--- src/design/pnp_pkg.sv ---
// Constants and carrier types for the next-page and port configuration register bank
package pnp_pkg;

   localparam int ADDR_W = 8;

   // Register indices; byte address is four times the index
   localparam logic [7:0] IDX_LP_BASE = 8'h05;
   localparam logic [7:0] IDX_EXPANSION = 8'h06;
   localparam logic [7:0] IDX_NP_TX = 8'h07;
   localparam logic [7:0] IDX_NP_RX = 8'h08;
   localparam logic [7:0] IDX_PORT_CFG = 8'h10;

   localparam logic [15:0] NP_TX_RST = 16'h2001;
   localparam logic [15:0] NP_TX_WMASK = 16'hBFFF;
   localparam logic [15:0] CFG_RST = 16'h0084;
   localparam logic [15:0] CFG_WMASK = 16'hFFFF;
   localparam int EXP_PAGE_RCVD_BIT = 1;
   localparam int EXP_BASE_PAGE_BIT = 5;

   localparam logic [1:0] RESP_OKAY = 2'h0;
   localparam logic [1:0] RESP_DECERR = 2'h3;

   localparam logic [1:0] SLEEP_CODE_UNUSED = 2'h3;
   localparam int CLK_MHZ = 100;
   localparam int SLEEP_T0_MS = 3040;
   localparam int SLEEP_T1_MS = 2000;
   localparam int SLEEP_T2_MS = 1040;
   localparam int SLEEP_CYC_0 = SLEEP_T0_MS * 1000 * CLK_MHZ;
   localparam int SLEEP_CYC_1 = SLEEP_T1_MS * 1000 * CLK_MHZ;
   localparam int SLEEP_CYC_2 = SLEEP_T2_MS * 1000 * CLK_MHZ;

   typedef struct packed {
      logic more_pages_flag;
      logic acknowledge;
      logic message_page_select;
      logic second_acknowledge;
      logic toggle;
      logic [10:0] code;
   } pnp_np_word_type;

   typedef struct packed {
      logic rsv15;
      logic force_link_pass;
      logic tx_disable;
      logic scrambler_bypass;
      logic rsv11;
      logic jabber_disable;
      logic heartbeat_enable;
      logic loopback_disable;
      logic crs_extend;
      logic sleep_enable;
      logic preamble_enable;
      logic [1:0] sleep_delay;
      logic fefi_enable;
      logic alt_next_page_enable;
      logic fiber_select;
   } pnp_cfg_type;

   typedef struct packed {
      logic force_link_pass;
      logic tx_enable;
      logic scrambler_bypass;
      logic jabber_disable;
      logic heartbeat_enable;
      logic loopback_disable;
      logic fefi_enable;
      logic fiber_select;
   } pnp_phy_ctl_type;

   typedef struct packed {
      logic awready;
      logic wready;
      logic aw_held;
      logic w_held;
      logic [ADDR_W-1:0] awaddr;
      logic [15:0] wdata;
      logic [1:0] wstrb;
      logic bvalid;
      logic [1:0] bresp;
      logic arready;
      logic rvalid;
      logic [1:0] rresp;
      logic [31:0] rdata;
      pnp_np_word_type np_tx;
      pnp_np_word_type np_rx;
      logic [15:0] lp_base;
      logic page_rcvd;
      logic base_page;
      pnp_cfg_type cfg;
      logic strap_done;
      logic [31:0] sleep_cnt;
      logic sleep_active;
      logic crs_out;
      logic rx_dv_out;
      pnp_phy_ctl_type ctl;
   } pnp_state_type;

   localparam pnp_state_type ST_RST = '{
      awready: 1'b1,
      wready: 1'b1,
      arready: 1'b1,
      np_tx: pnp_np_word_type'(NP_TX_RST),
      cfg: pnp_cfg_type'(CFG_RST),
      default: '0
   };

endpackage : pnp_pkg

--- src/design/pnp_regs.sv ---
// AXI4-Lite register bank: next-page exchange words and port configuration
//
// Behaviour
// - Transmit bit 15 is more-pages flag, reset 0
// - Transmit bit 13 message select, reset 1; code 1
// - Transmit bit 12 is second acknowledge, reset 0
// - Transmit toggle flips after each page sent
// - Receive bit 15 shows partner more pages
// - Receive bit 14 shows partner acknowledge
// - Receive bit 13 partner message select; reset zero
// - Receive bit 12 shows partner second acknowledge
// - Receive bit 11 shows partner toggle
// - Config bit 14 forces link pass
// - Config bit 13 disables twisted-pair transmitter
// - Config bit 12 bypasses scrambler at 100M
// - Config bit 10 disables jabber at 10M
// - Config bit 9 enables heartbeat at 10M
// - Config bit 8 stops half-duplex loopback at 10M
// - Config bit 7 extends CRS to RX_DV at 10M
// - Config bit 6 sleep enable, strap default
// - Preamble bit chooses when RX_DV rises at 10M
// - Sleep delay code selects idle time
// - Config bit 2 enables far-end fault, reset 1
// - Config bit 1 enables base-page flag
// - Config bit 0 fiber select, strap default
// - Received page loads register, sets flag
// - Alt mode also clears page-received flag
`timescale 1ns/100ps

module pnp_regs #(
   parameter int unsigned SLEEP_CYC_0 = pnp_pkg::SLEEP_CYC_0,
   parameter int unsigned SLEEP_CYC_1 = pnp_pkg::SLEEP_CYC_1,
   parameter int unsigned SLEEP_CYC_2 = pnp_pkg::SLEEP_CYC_2
) (
   input wire logic aclk,
   input wire logic aresetn,
   input wire logic [pnp_pkg::ADDR_W-1:0] s_axi_awaddr,
   input wire logic s_axi_awvalid,
   output logic s_axi_awready,
   input wire logic [31:0] s_axi_wdata,
   input wire logic [3:0] s_axi_wstrb,
   input wire logic s_axi_wvalid,
   output logic s_axi_wready,
   output logic [1:0] s_axi_bresp,
   output logic s_axi_bvalid,
   input wire logic s_axi_bready,
   input wire logic [pnp_pkg::ADDR_W-1:0] s_axi_araddr,
   input wire logic s_axi_arvalid,
   output logic s_axi_arready,
   output logic [31:0] s_axi_rdata,
   output logic [1:0] s_axi_rresp,
   output logic s_axi_rvalid,
   input wire logic s_axi_rready,
   input wire logic sleep_strap,
   input wire logic media_select_strap,
   input wire logic page_rx_valid,
   input wire logic page_rx_is_next,
   input wire logic [15:0] page_rx_word,
   input wire logic page_rx_var,
   input wire logic np_tx_sent,
   input wire logic speed_100,
   input wire logic full_duplex,
   input wire logic link_idle,
   input wire logic crs_in,
   input wire logic rx_dv_in,
   output pnp_pkg::pnp_np_word_type np_tx_word,
   output pnp_pkg::pnp_phy_ctl_type phy_ctl,
   output logic sleep_active,
   output logic crs_out,
   output logic rx_dv_out
);

   // Index decode reads address bits 7:2, so narrower buses cannot be served
   if (pnp_pkg::ADDR_W < 8) begin : g_chk_addr
      $error("Address width too small for register map");
   end
   if (SLEEP_CYC_0 < 1 || SLEEP_CYC_1 < 1 || SLEEP_CYC_2 < 1) begin : g_chk_sleep
      $error("Sleep delays must be at least one cycle");
   end

   pnp_pkg::pnp_state_type st_ff;
   pnp_pkg::pnp_state_type nxt_st;
   logic [7:0] wr_idx;
   logic [7:0] rd_idx;
   logic wr_go;
   logic rd_go;
   logic [31:0] sleep_lim;

   function automatic logic [15:0] merge_lanes(input logic [15:0] old_v, input logic [15:0] new_v,
                                              input logic [1:0] strb, input logic [15:0] mask);
      logic [15:0] r;
      r = old_v;
      for (int i = 0; i < 2; i++) begin
         if (strb[i]) begin
            r[8*i +: 8] = (old_v[8*i +: 8] & ~mask[8*i +: 8]) | (new_v[8*i +: 8] & mask[8*i +: 8]);
         end
      end
      return r;
   endfunction : merge_lanes

   function automatic logic idx_mapped(input logic [7:0] idx);
      return idx == pnp_pkg::IDX_LP_BASE || idx == pnp_pkg::IDX_EXPANSION || idx == pnp_pkg::IDX_NP_TX ||
             idx == pnp_pkg::IDX_NP_RX || idx == pnp_pkg::IDX_PORT_CFG;
   endfunction : idx_mapped

   always_comb begin
      nxt_st = st_ff;
      wr_idx = {2'h0, st_ff.awaddr[7:2]};
      rd_idx = {2'h0, s_axi_araddr[7:2]};
      wr_go = st_ff.aw_held && st_ff.w_held && !st_ff.bvalid;
      rd_go = s_axi_arvalid && st_ff.arready;
      sleep_lim = 32'h0000_0000;

      // Straps land one cycle after reset release, so reset itself loads constants only
      if (!st_ff.strap_done) begin
         nxt_st.strap_done = 1'b1;
         nxt_st.cfg.sleep_enable = sleep_strap;
         nxt_st.cfg.fiber_select = media_select_strap;
      end

      // Address and data are taken independently and held until both are present
      if (s_axi_awvalid && st_ff.awready) begin
         nxt_st.aw_held = 1'b1;
         nxt_st.awaddr = s_axi_awaddr;
         nxt_st.awready = 1'b0;
      end
      if (s_axi_wvalid && st_ff.wready) begin
         nxt_st.w_held = 1'b1;
         nxt_st.wdata = s_axi_wdata[15:0];
         nxt_st.wstrb = s_axi_wstrb[1:0];
         nxt_st.wready = 1'b0;
      end
      if (wr_go) begin
         nxt_st.aw_held = 1'b0;
         nxt_st.w_held = 1'b0;
         nxt_st.bvalid = 1'b1;
         nxt_st.bresp = idx_mapped(wr_idx) ? pnp_pkg::RESP_OKAY : pnp_pkg::RESP_DECERR;
         if (wr_idx == pnp_pkg::IDX_NP_TX) begin
            nxt_st.np_tx = pnp_pkg::pnp_np_word_type'(merge_lanes(st_ff.np_tx, st_ff.wdata, st_ff.wstrb,
                                                                  pnp_pkg::NP_TX_WMASK));
         end else if (wr_idx == pnp_pkg::IDX_PORT_CFG) begin
            nxt_st.cfg = pnp_pkg::pnp_cfg_type'(merge_lanes(st_ff.cfg, st_ff.wdata, st_ff.wstrb,
                                                            pnp_pkg::CFG_WMASK));
         end
      end
      if (st_ff.bvalid && s_axi_bready) begin
         nxt_st.bvalid = 1'b0;
         nxt_st.awready = 1'b1;
         nxt_st.wready = 1'b1;
      end

      if (rd_go) begin
         nxt_st.arready = 1'b0;
         nxt_st.rvalid = 1'b1;
         nxt_st.rresp = idx_mapped(rd_idx) ? pnp_pkg::RESP_OKAY : pnp_pkg::RESP_DECERR;
         nxt_st.rdata = 32'h0000_0000;
         unique case (rd_idx)
            pnp_pkg::IDX_LP_BASE: nxt_st.rdata[15:0] = st_ff.lp_base;
            pnp_pkg::IDX_EXPANSION: begin
               nxt_st.rdata[pnp_pkg::EXP_PAGE_RCVD_BIT] = st_ff.page_rcvd;
               nxt_st.rdata[pnp_pkg::EXP_BASE_PAGE_BIT] = st_ff.base_page;
               // Latched flags clear on read; a page arriving below still sets page_rcvd, and base_page if it is a base page in alt mode
               nxt_st.page_rcvd = 1'b0;
               nxt_st.base_page = 1'b0;
            end
            pnp_pkg::IDX_NP_TX: nxt_st.rdata[15:0] = st_ff.np_tx & pnp_pkg::NP_TX_WMASK;
            pnp_pkg::IDX_NP_RX: nxt_st.rdata[15:0] = st_ff.np_rx;
            pnp_pkg::IDX_PORT_CFG: nxt_st.rdata[15:0] = st_ff.cfg;
            default: nxt_st.rdata = 32'h0000_0000;
         endcase
      end
      if (st_ff.rvalid && s_axi_rready) begin
         nxt_st.rvalid = 1'b0;
         nxt_st.arready = 1'b1;
      end

      // Hardware toggle wins over a simultaneous software write
      if (np_tx_sent) begin
         nxt_st.np_tx.toggle = ~st_ff.np_tx.toggle;
      end

      if (st_ff.cfg.alt_next_page_enable && (!page_rx_var || st_ff.cfg.tx_disable)) begin
         nxt_st.page_rcvd = 1'b0;
      end
      if (!st_ff.cfg.alt_next_page_enable) begin
         nxt_st.base_page = 1'b0;
      end
      if (page_rx_valid) begin
         if (page_rx_is_next) begin
            nxt_st.np_rx = pnp_pkg::pnp_np_word_type'(page_rx_word);
         end else begin
            nxt_st.lp_base = page_rx_word;
            nxt_st.base_page = st_ff.cfg.alt_next_page_enable;
         end
         nxt_st.page_rcvd = 1'b1;
      end

      unique case (st_ff.cfg.sleep_delay)
         2'h0: sleep_lim = SLEEP_CYC_0;
         2'h1: sleep_lim = SLEEP_CYC_1;
         2'h2: sleep_lim = SLEEP_CYC_2;
         2'h3: sleep_lim = 32'h0000_0000;
      endcase
      // Unused delay code never enters sleep rather than guessing a time
      if (!st_ff.cfg.sleep_enable || !link_idle || st_ff.cfg.sleep_delay == pnp_pkg::SLEEP_CODE_UNUSED) begin
         nxt_st.sleep_cnt = 32'h0000_0000;
         nxt_st.sleep_active = 1'b0;
      end else if (st_ff.sleep_cnt >= sleep_lim - 32'h0000_0001) begin
         nxt_st.sleep_active = 1'b1;
      end else begin
         nxt_st.sleep_cnt = st_ff.sleep_cnt + 32'h0000_0001;
      end

      nxt_st.crs_out = crs_in | (st_ff.cfg.crs_extend & !speed_100 & rx_dv_in);
      // Preamble always passes at 100M
      nxt_st.rx_dv_out = (st_ff.cfg.preamble_enable | speed_100) ? (crs_in | rx_dv_in) : rx_dv_in;

      nxt_st.ctl.force_link_pass = st_ff.cfg.force_link_pass;
      nxt_st.ctl.tx_enable = !st_ff.cfg.tx_disable;
      nxt_st.ctl.scrambler_bypass = st_ff.cfg.scrambler_bypass & speed_100;
      nxt_st.ctl.jabber_disable = st_ff.cfg.jabber_disable & !speed_100;
      nxt_st.ctl.heartbeat_enable = st_ff.cfg.heartbeat_enable & !speed_100;
      nxt_st.ctl.loopback_disable = st_ff.cfg.loopback_disable & !speed_100 & !full_duplex;
      nxt_st.ctl.fefi_enable = st_ff.cfg.fefi_enable;
      nxt_st.ctl.fiber_select = st_ff.cfg.fiber_select;
   end

   always_ff @(posedge aclk) begin
      if (!aresetn) begin
         st_ff <= pnp_pkg::ST_RST;
      end else begin
         st_ff <= nxt_st;
      end
   end

   assign s_axi_awready = st_ff.awready;
   assign s_axi_wready = st_ff.wready;
   assign s_axi_bvalid = st_ff.bvalid;
   assign s_axi_bresp = st_ff.bresp;
   assign s_axi_arready = st_ff.arready;
   assign s_axi_rvalid = st_ff.rvalid;
   assign s_axi_rresp = st_ff.rresp;
   assign s_axi_rdata = st_ff.rdata;
   assign np_tx_word = st_ff.np_tx;
   assign phy_ctl = st_ff.ctl;
   assign sleep_active = st_ff.sleep_active;
   assign crs_out = st_ff.crs_out;
   assign rx_dv_out = st_ff.rx_dv_out;
endmodule : pnp_regs

--- config.mk ---
export PLATFORM = sky130hd
export DESIGN_NAME = pnp_regs
export DESIGN_NICKNAME = d
export VERILOG_FILES = /design/src/design/pnp_pkg.sv /design/src/design/pnp_regs.sv
export SDC_FILE = /design/constraint.sdc
export NUM_CORES = 1
export LEC_CHECK = 0
export ABC_AREA = 1
export ABC_CLOCK_PERIOD_IN_PS = 3900
export BUFFER_PORTS_ARGS = -buffer_cell sky130_fd_sc_hd__buf_2
export CORE_AREA = 2 2 129 131
export DETAILED_ROUTE_END_ITERATION = 12
export DIE_AREA = 0 0 131 133
export PLACE_DENSITY_LB_ADDON = 0.1
export SLEW_MARGIN = 20
export SYNTH_ARGS = -nofsm -noshare
export SYNTH_HDL_FRONTEND = slang
export SYNTH_SLANG_ARGS = --single-unit
--- constraint.sdc ---
create_clock -name aclk -period 3.9 [get_ports aclk]
set_input_delay 0.975 -clock aclk [delete_from_list [all_inputs] [get_ports aclk]]
set_output_delay 0.975 -clock aclk [all_outputs]
set_load 0.01 [all_outputs]
==> summary.txt <==
Drt
  • Vias per inst: 5.00
  • DRC violations left: 0
  • Routed len/inst: 14.5 um
  • Vias: 7,184
  • Iter 0 DRT Violations: 458
  • TritonRoute pass-1 iters: 5
  • Drt total wl: 20,800 um
  • Post-DRT Antenna Nets: 0

Clock network
  • CTS tree: built
  • H-tree Lvls: 4
  • Max Root-Sink Buffers: 2
  • Worst-Skew Late Latency: 0.43 ns
  • Total clock sinks: 158
  • Hold_buf cts: 0
  • Cts bufs inserted: 17
  • Clock-pin slew on the worst setup and hold paths: 0.07 ns
  • Clock Root Buffer: clkbuf_16
  • Post-CTS Setup Bufs: 0
  • Cts repair resizes: 0

Global route
  • Via count of the first global-routing pass: 6,307
  • Maximum number of pins on one net before global-route repair: 64
  • Total track usage: 24.1%
  • Initial antenna violation count: 1
  • First-pass GRT wire length: 32,600 um
  • Grt total ovfl: 0

Critical path
  • Crit Path Class: register to register
  • Slowest-stage cell, CP: ha_1
  • Worst setup SP type: register
  • CP endpoint kind: register
  • Req. time, crit path: 4.25 ns
  • Critical-path cell list: inv_1, ha_1, ha_1, nand2_1, nor2_1, nand3_1, nor2_1, nand2_2, nand2_4, nand2_1, a21oi_1
  • Max Fanout on Critical Path: 33
  • Crit-path max cell delay: 0.44 ns
  • Critical path arrival: 3.24 ns

Placed design
  • Number of port buffers: 114
  • DP Area: 8300 um2
  • HPWL after DPL: 15,200 um
  • RD Place Congestion: 0.924

Finish
  • Layout cells sized above 1: 13.9%
  • Layout area overhead: 11.5%
  • Seq. cell area: 3160 um2
  • NumNets Final: 1,320
  • Design area: 8890 um2
  • Fillers: 1,646
  • Multi-input gate area: 3860 um2

Floorplan
  • Die Wd: 131 um
  • Initial Utilization: 49.3%
  • Core area: 16,200 um2
  • I/O Pins: 154
  • Die area: 17,400 um2
  • Die Y: 133 um
  • FP Rows: 47

Synth
  • Post-synthesis async set-or-reset flop share: 0%
  • Cell count after synthesis: 1,148
  • Top_reg_cell synth: dfxtp_1
  • Distinct cell type count after synthesis: 37
  • Seq/Total Area, Yosys: 39.7%
  • Avg Cell Area, Syn: 6.95 um2
  • Synth Cell Area: 7980 um2
  • Yosys warns: 0
  • Post-synth EDFFs: 0
  • #FFs+latches synth: 158

Timing
  • RSZ-0062 raised after global routing: no
  • Post-Route Skew: 0.00764 ns
  • Final Setup Violations: 0
  • Slew Viols, Final: 0
  • Final worst-path cycle share: 74.0%
  • TNS Setup: 0 ns
  • Hold Vio Cnt, Final: 0
  • Final min period: 2.89 ns
  • Peak Freq: 346 MHz
  • Worst slew pin tran: 0.771 ns
  • Slew Limit Headroom: 48.5%

Run status
  • Status: completed

Pwr
  • Leak pwr: 3.88 nW
  • Worst vdd ir: 300 uV
  • Pwr per Cell Area: 405 nW/um2

Worst hold path
  • Worst hold path type: register to register

Flow run
  • Max-Cap Viols: 0
## worst max-delay path: cells and delay by family, from the launching register on
| family | cells | cell delay, ns |
|---|---|---|
| buf+inv | 1 | 0.24 |
| simple gates | 7 | 1.27 |
| fa+ha+maj | 2 | 0.75 |
| flops | 1 | 0.40 |
| compound gates | 1 | 0.14 |
## worst paths after layout
check	start	to	cells past startpoint	slack, ns
max	st_ff[47]	st_ff[21]	11	1.01
min	st_ff[93]	st_ff[93]	2	0.46
max reg2reg	st_ff[47]	st_ff[21]	11	1.01
min reg2reg	st_ff[93]	st_ff[93]	2	0.46
## power breakdown
part / switching [mW] / internal, mW
Sequential: 0.0370 / 1.67
Combinational: 0.147 / 0.0829
Clock: 0.742 / 0.921
## logic make-up after synthesis
| logic type | count (synthesis) | share of synthesized area, % |
|---|---|---|
| buffers and inverters | 198 | 12.6 |
| other | 1 | 0.0470 |
| muxes | 2 | 0.251 |
| DFF | 158 | 39.7 |
| AOI/OAI and AO/OA | 227 | 14.7 |
| xor gates and xnor gates | 16 | 1.76 |
| adders and majority gates | 30 | 4.71 |
| and+or+nand+nor | 516 | 26.2 |
## flip-flops by register name, indices dropped and copies added (netlist names)
signal         count
s_axi_rdata       16
nxt_st             3
crs_out            1
s_axi_rresp        1
s_axi_awready      1
st_ff            106
s_axi_bvalid       1
s_axi_wready       1
np_tx_word        15
phy_ctl            8
s_axi_arready      1
sleep_active       1
s_axi_bresp        1
rx_dv_out          1
s_axi_rvalid       1
## final cells by class
class / instances / share of cell area, %
flip-flops and latches: 158 / 35.6
multi-input cells: 808 / 43.4
diodes: 1 / 0.0281
repair buffers: 123 / 7.17
clock buffers: 18 / 4.94
clock inverters: 14 / 1.72
inverters: 96 / 4.05
well taps: 220 / 3.09
## synthesized netlist by cell type, types with 6 or more instances
master,number,share of area (%)
clkbuf_1,29,1.4
nand4_1,6,0.47
nor3_1,6,0.38
ha_1,30,4.7
o211ai_1,6,0.56
buf_2,8,0.50
nor2_1,175,8.2
o21ai_0,111,7.0
inv_1,91,4.3
dfxtp_1,158,40
o21ai_1,6,0.38
nand3_1,65,4.1
nand2_1,252,12
xor2_1,11,1.2
a21oi_1,95,6.0
buf_4,62,5.8
## per-layer routing
metal  up-vias  wire [um]  share of wire (%)  track usage, %
met5         -          0                  0               0
met3        22       1140                5.5            5.18
met2       177       9190                 44            35.9
met4         0        278                1.3            6.21
met1      3253      10200                 49            35.5
li1       3732          -                  -               -
## through the flow
step,total power [mW],std cells,setup WS (ns),hold slack [ns],utilization [%]
after floorplan,1.90,1164,1.70,0.393,-
after global placement,1.97,1405,1.11,0.446,51.3
after detailed placement,1.98,1405,1.03,0.452,51.3
after CTS,3.63,1437,0.996,0.462,55.0
after global routing,3.74,1438,0.765,0.479,55.0
final,3.60,1438,1.01,0.461,55.0
## cells in the final DEF, fill, tap and decap left out, drive strengths merged
cell type	count
nand2	256
nor3	6
bufinv	1
diode	1
clkinvlp	2
mux2i	2
o21ai	117
o21bai	1
clkinv	7
o211ai	6
nand3	66
ha	30
nand4	6
dfxtp	158
inv	100
o21a	1
nand3b	1
a21o	2
clkbuf	18
o22ai	1
or3b	1
nor2	179
xor2	11
xnor2	5
o221ai	2
conb	17
a21oi	96
a21boi	1
nor4	1
buf	123
No activity file was read; power rests on OpenSTA's default activity.
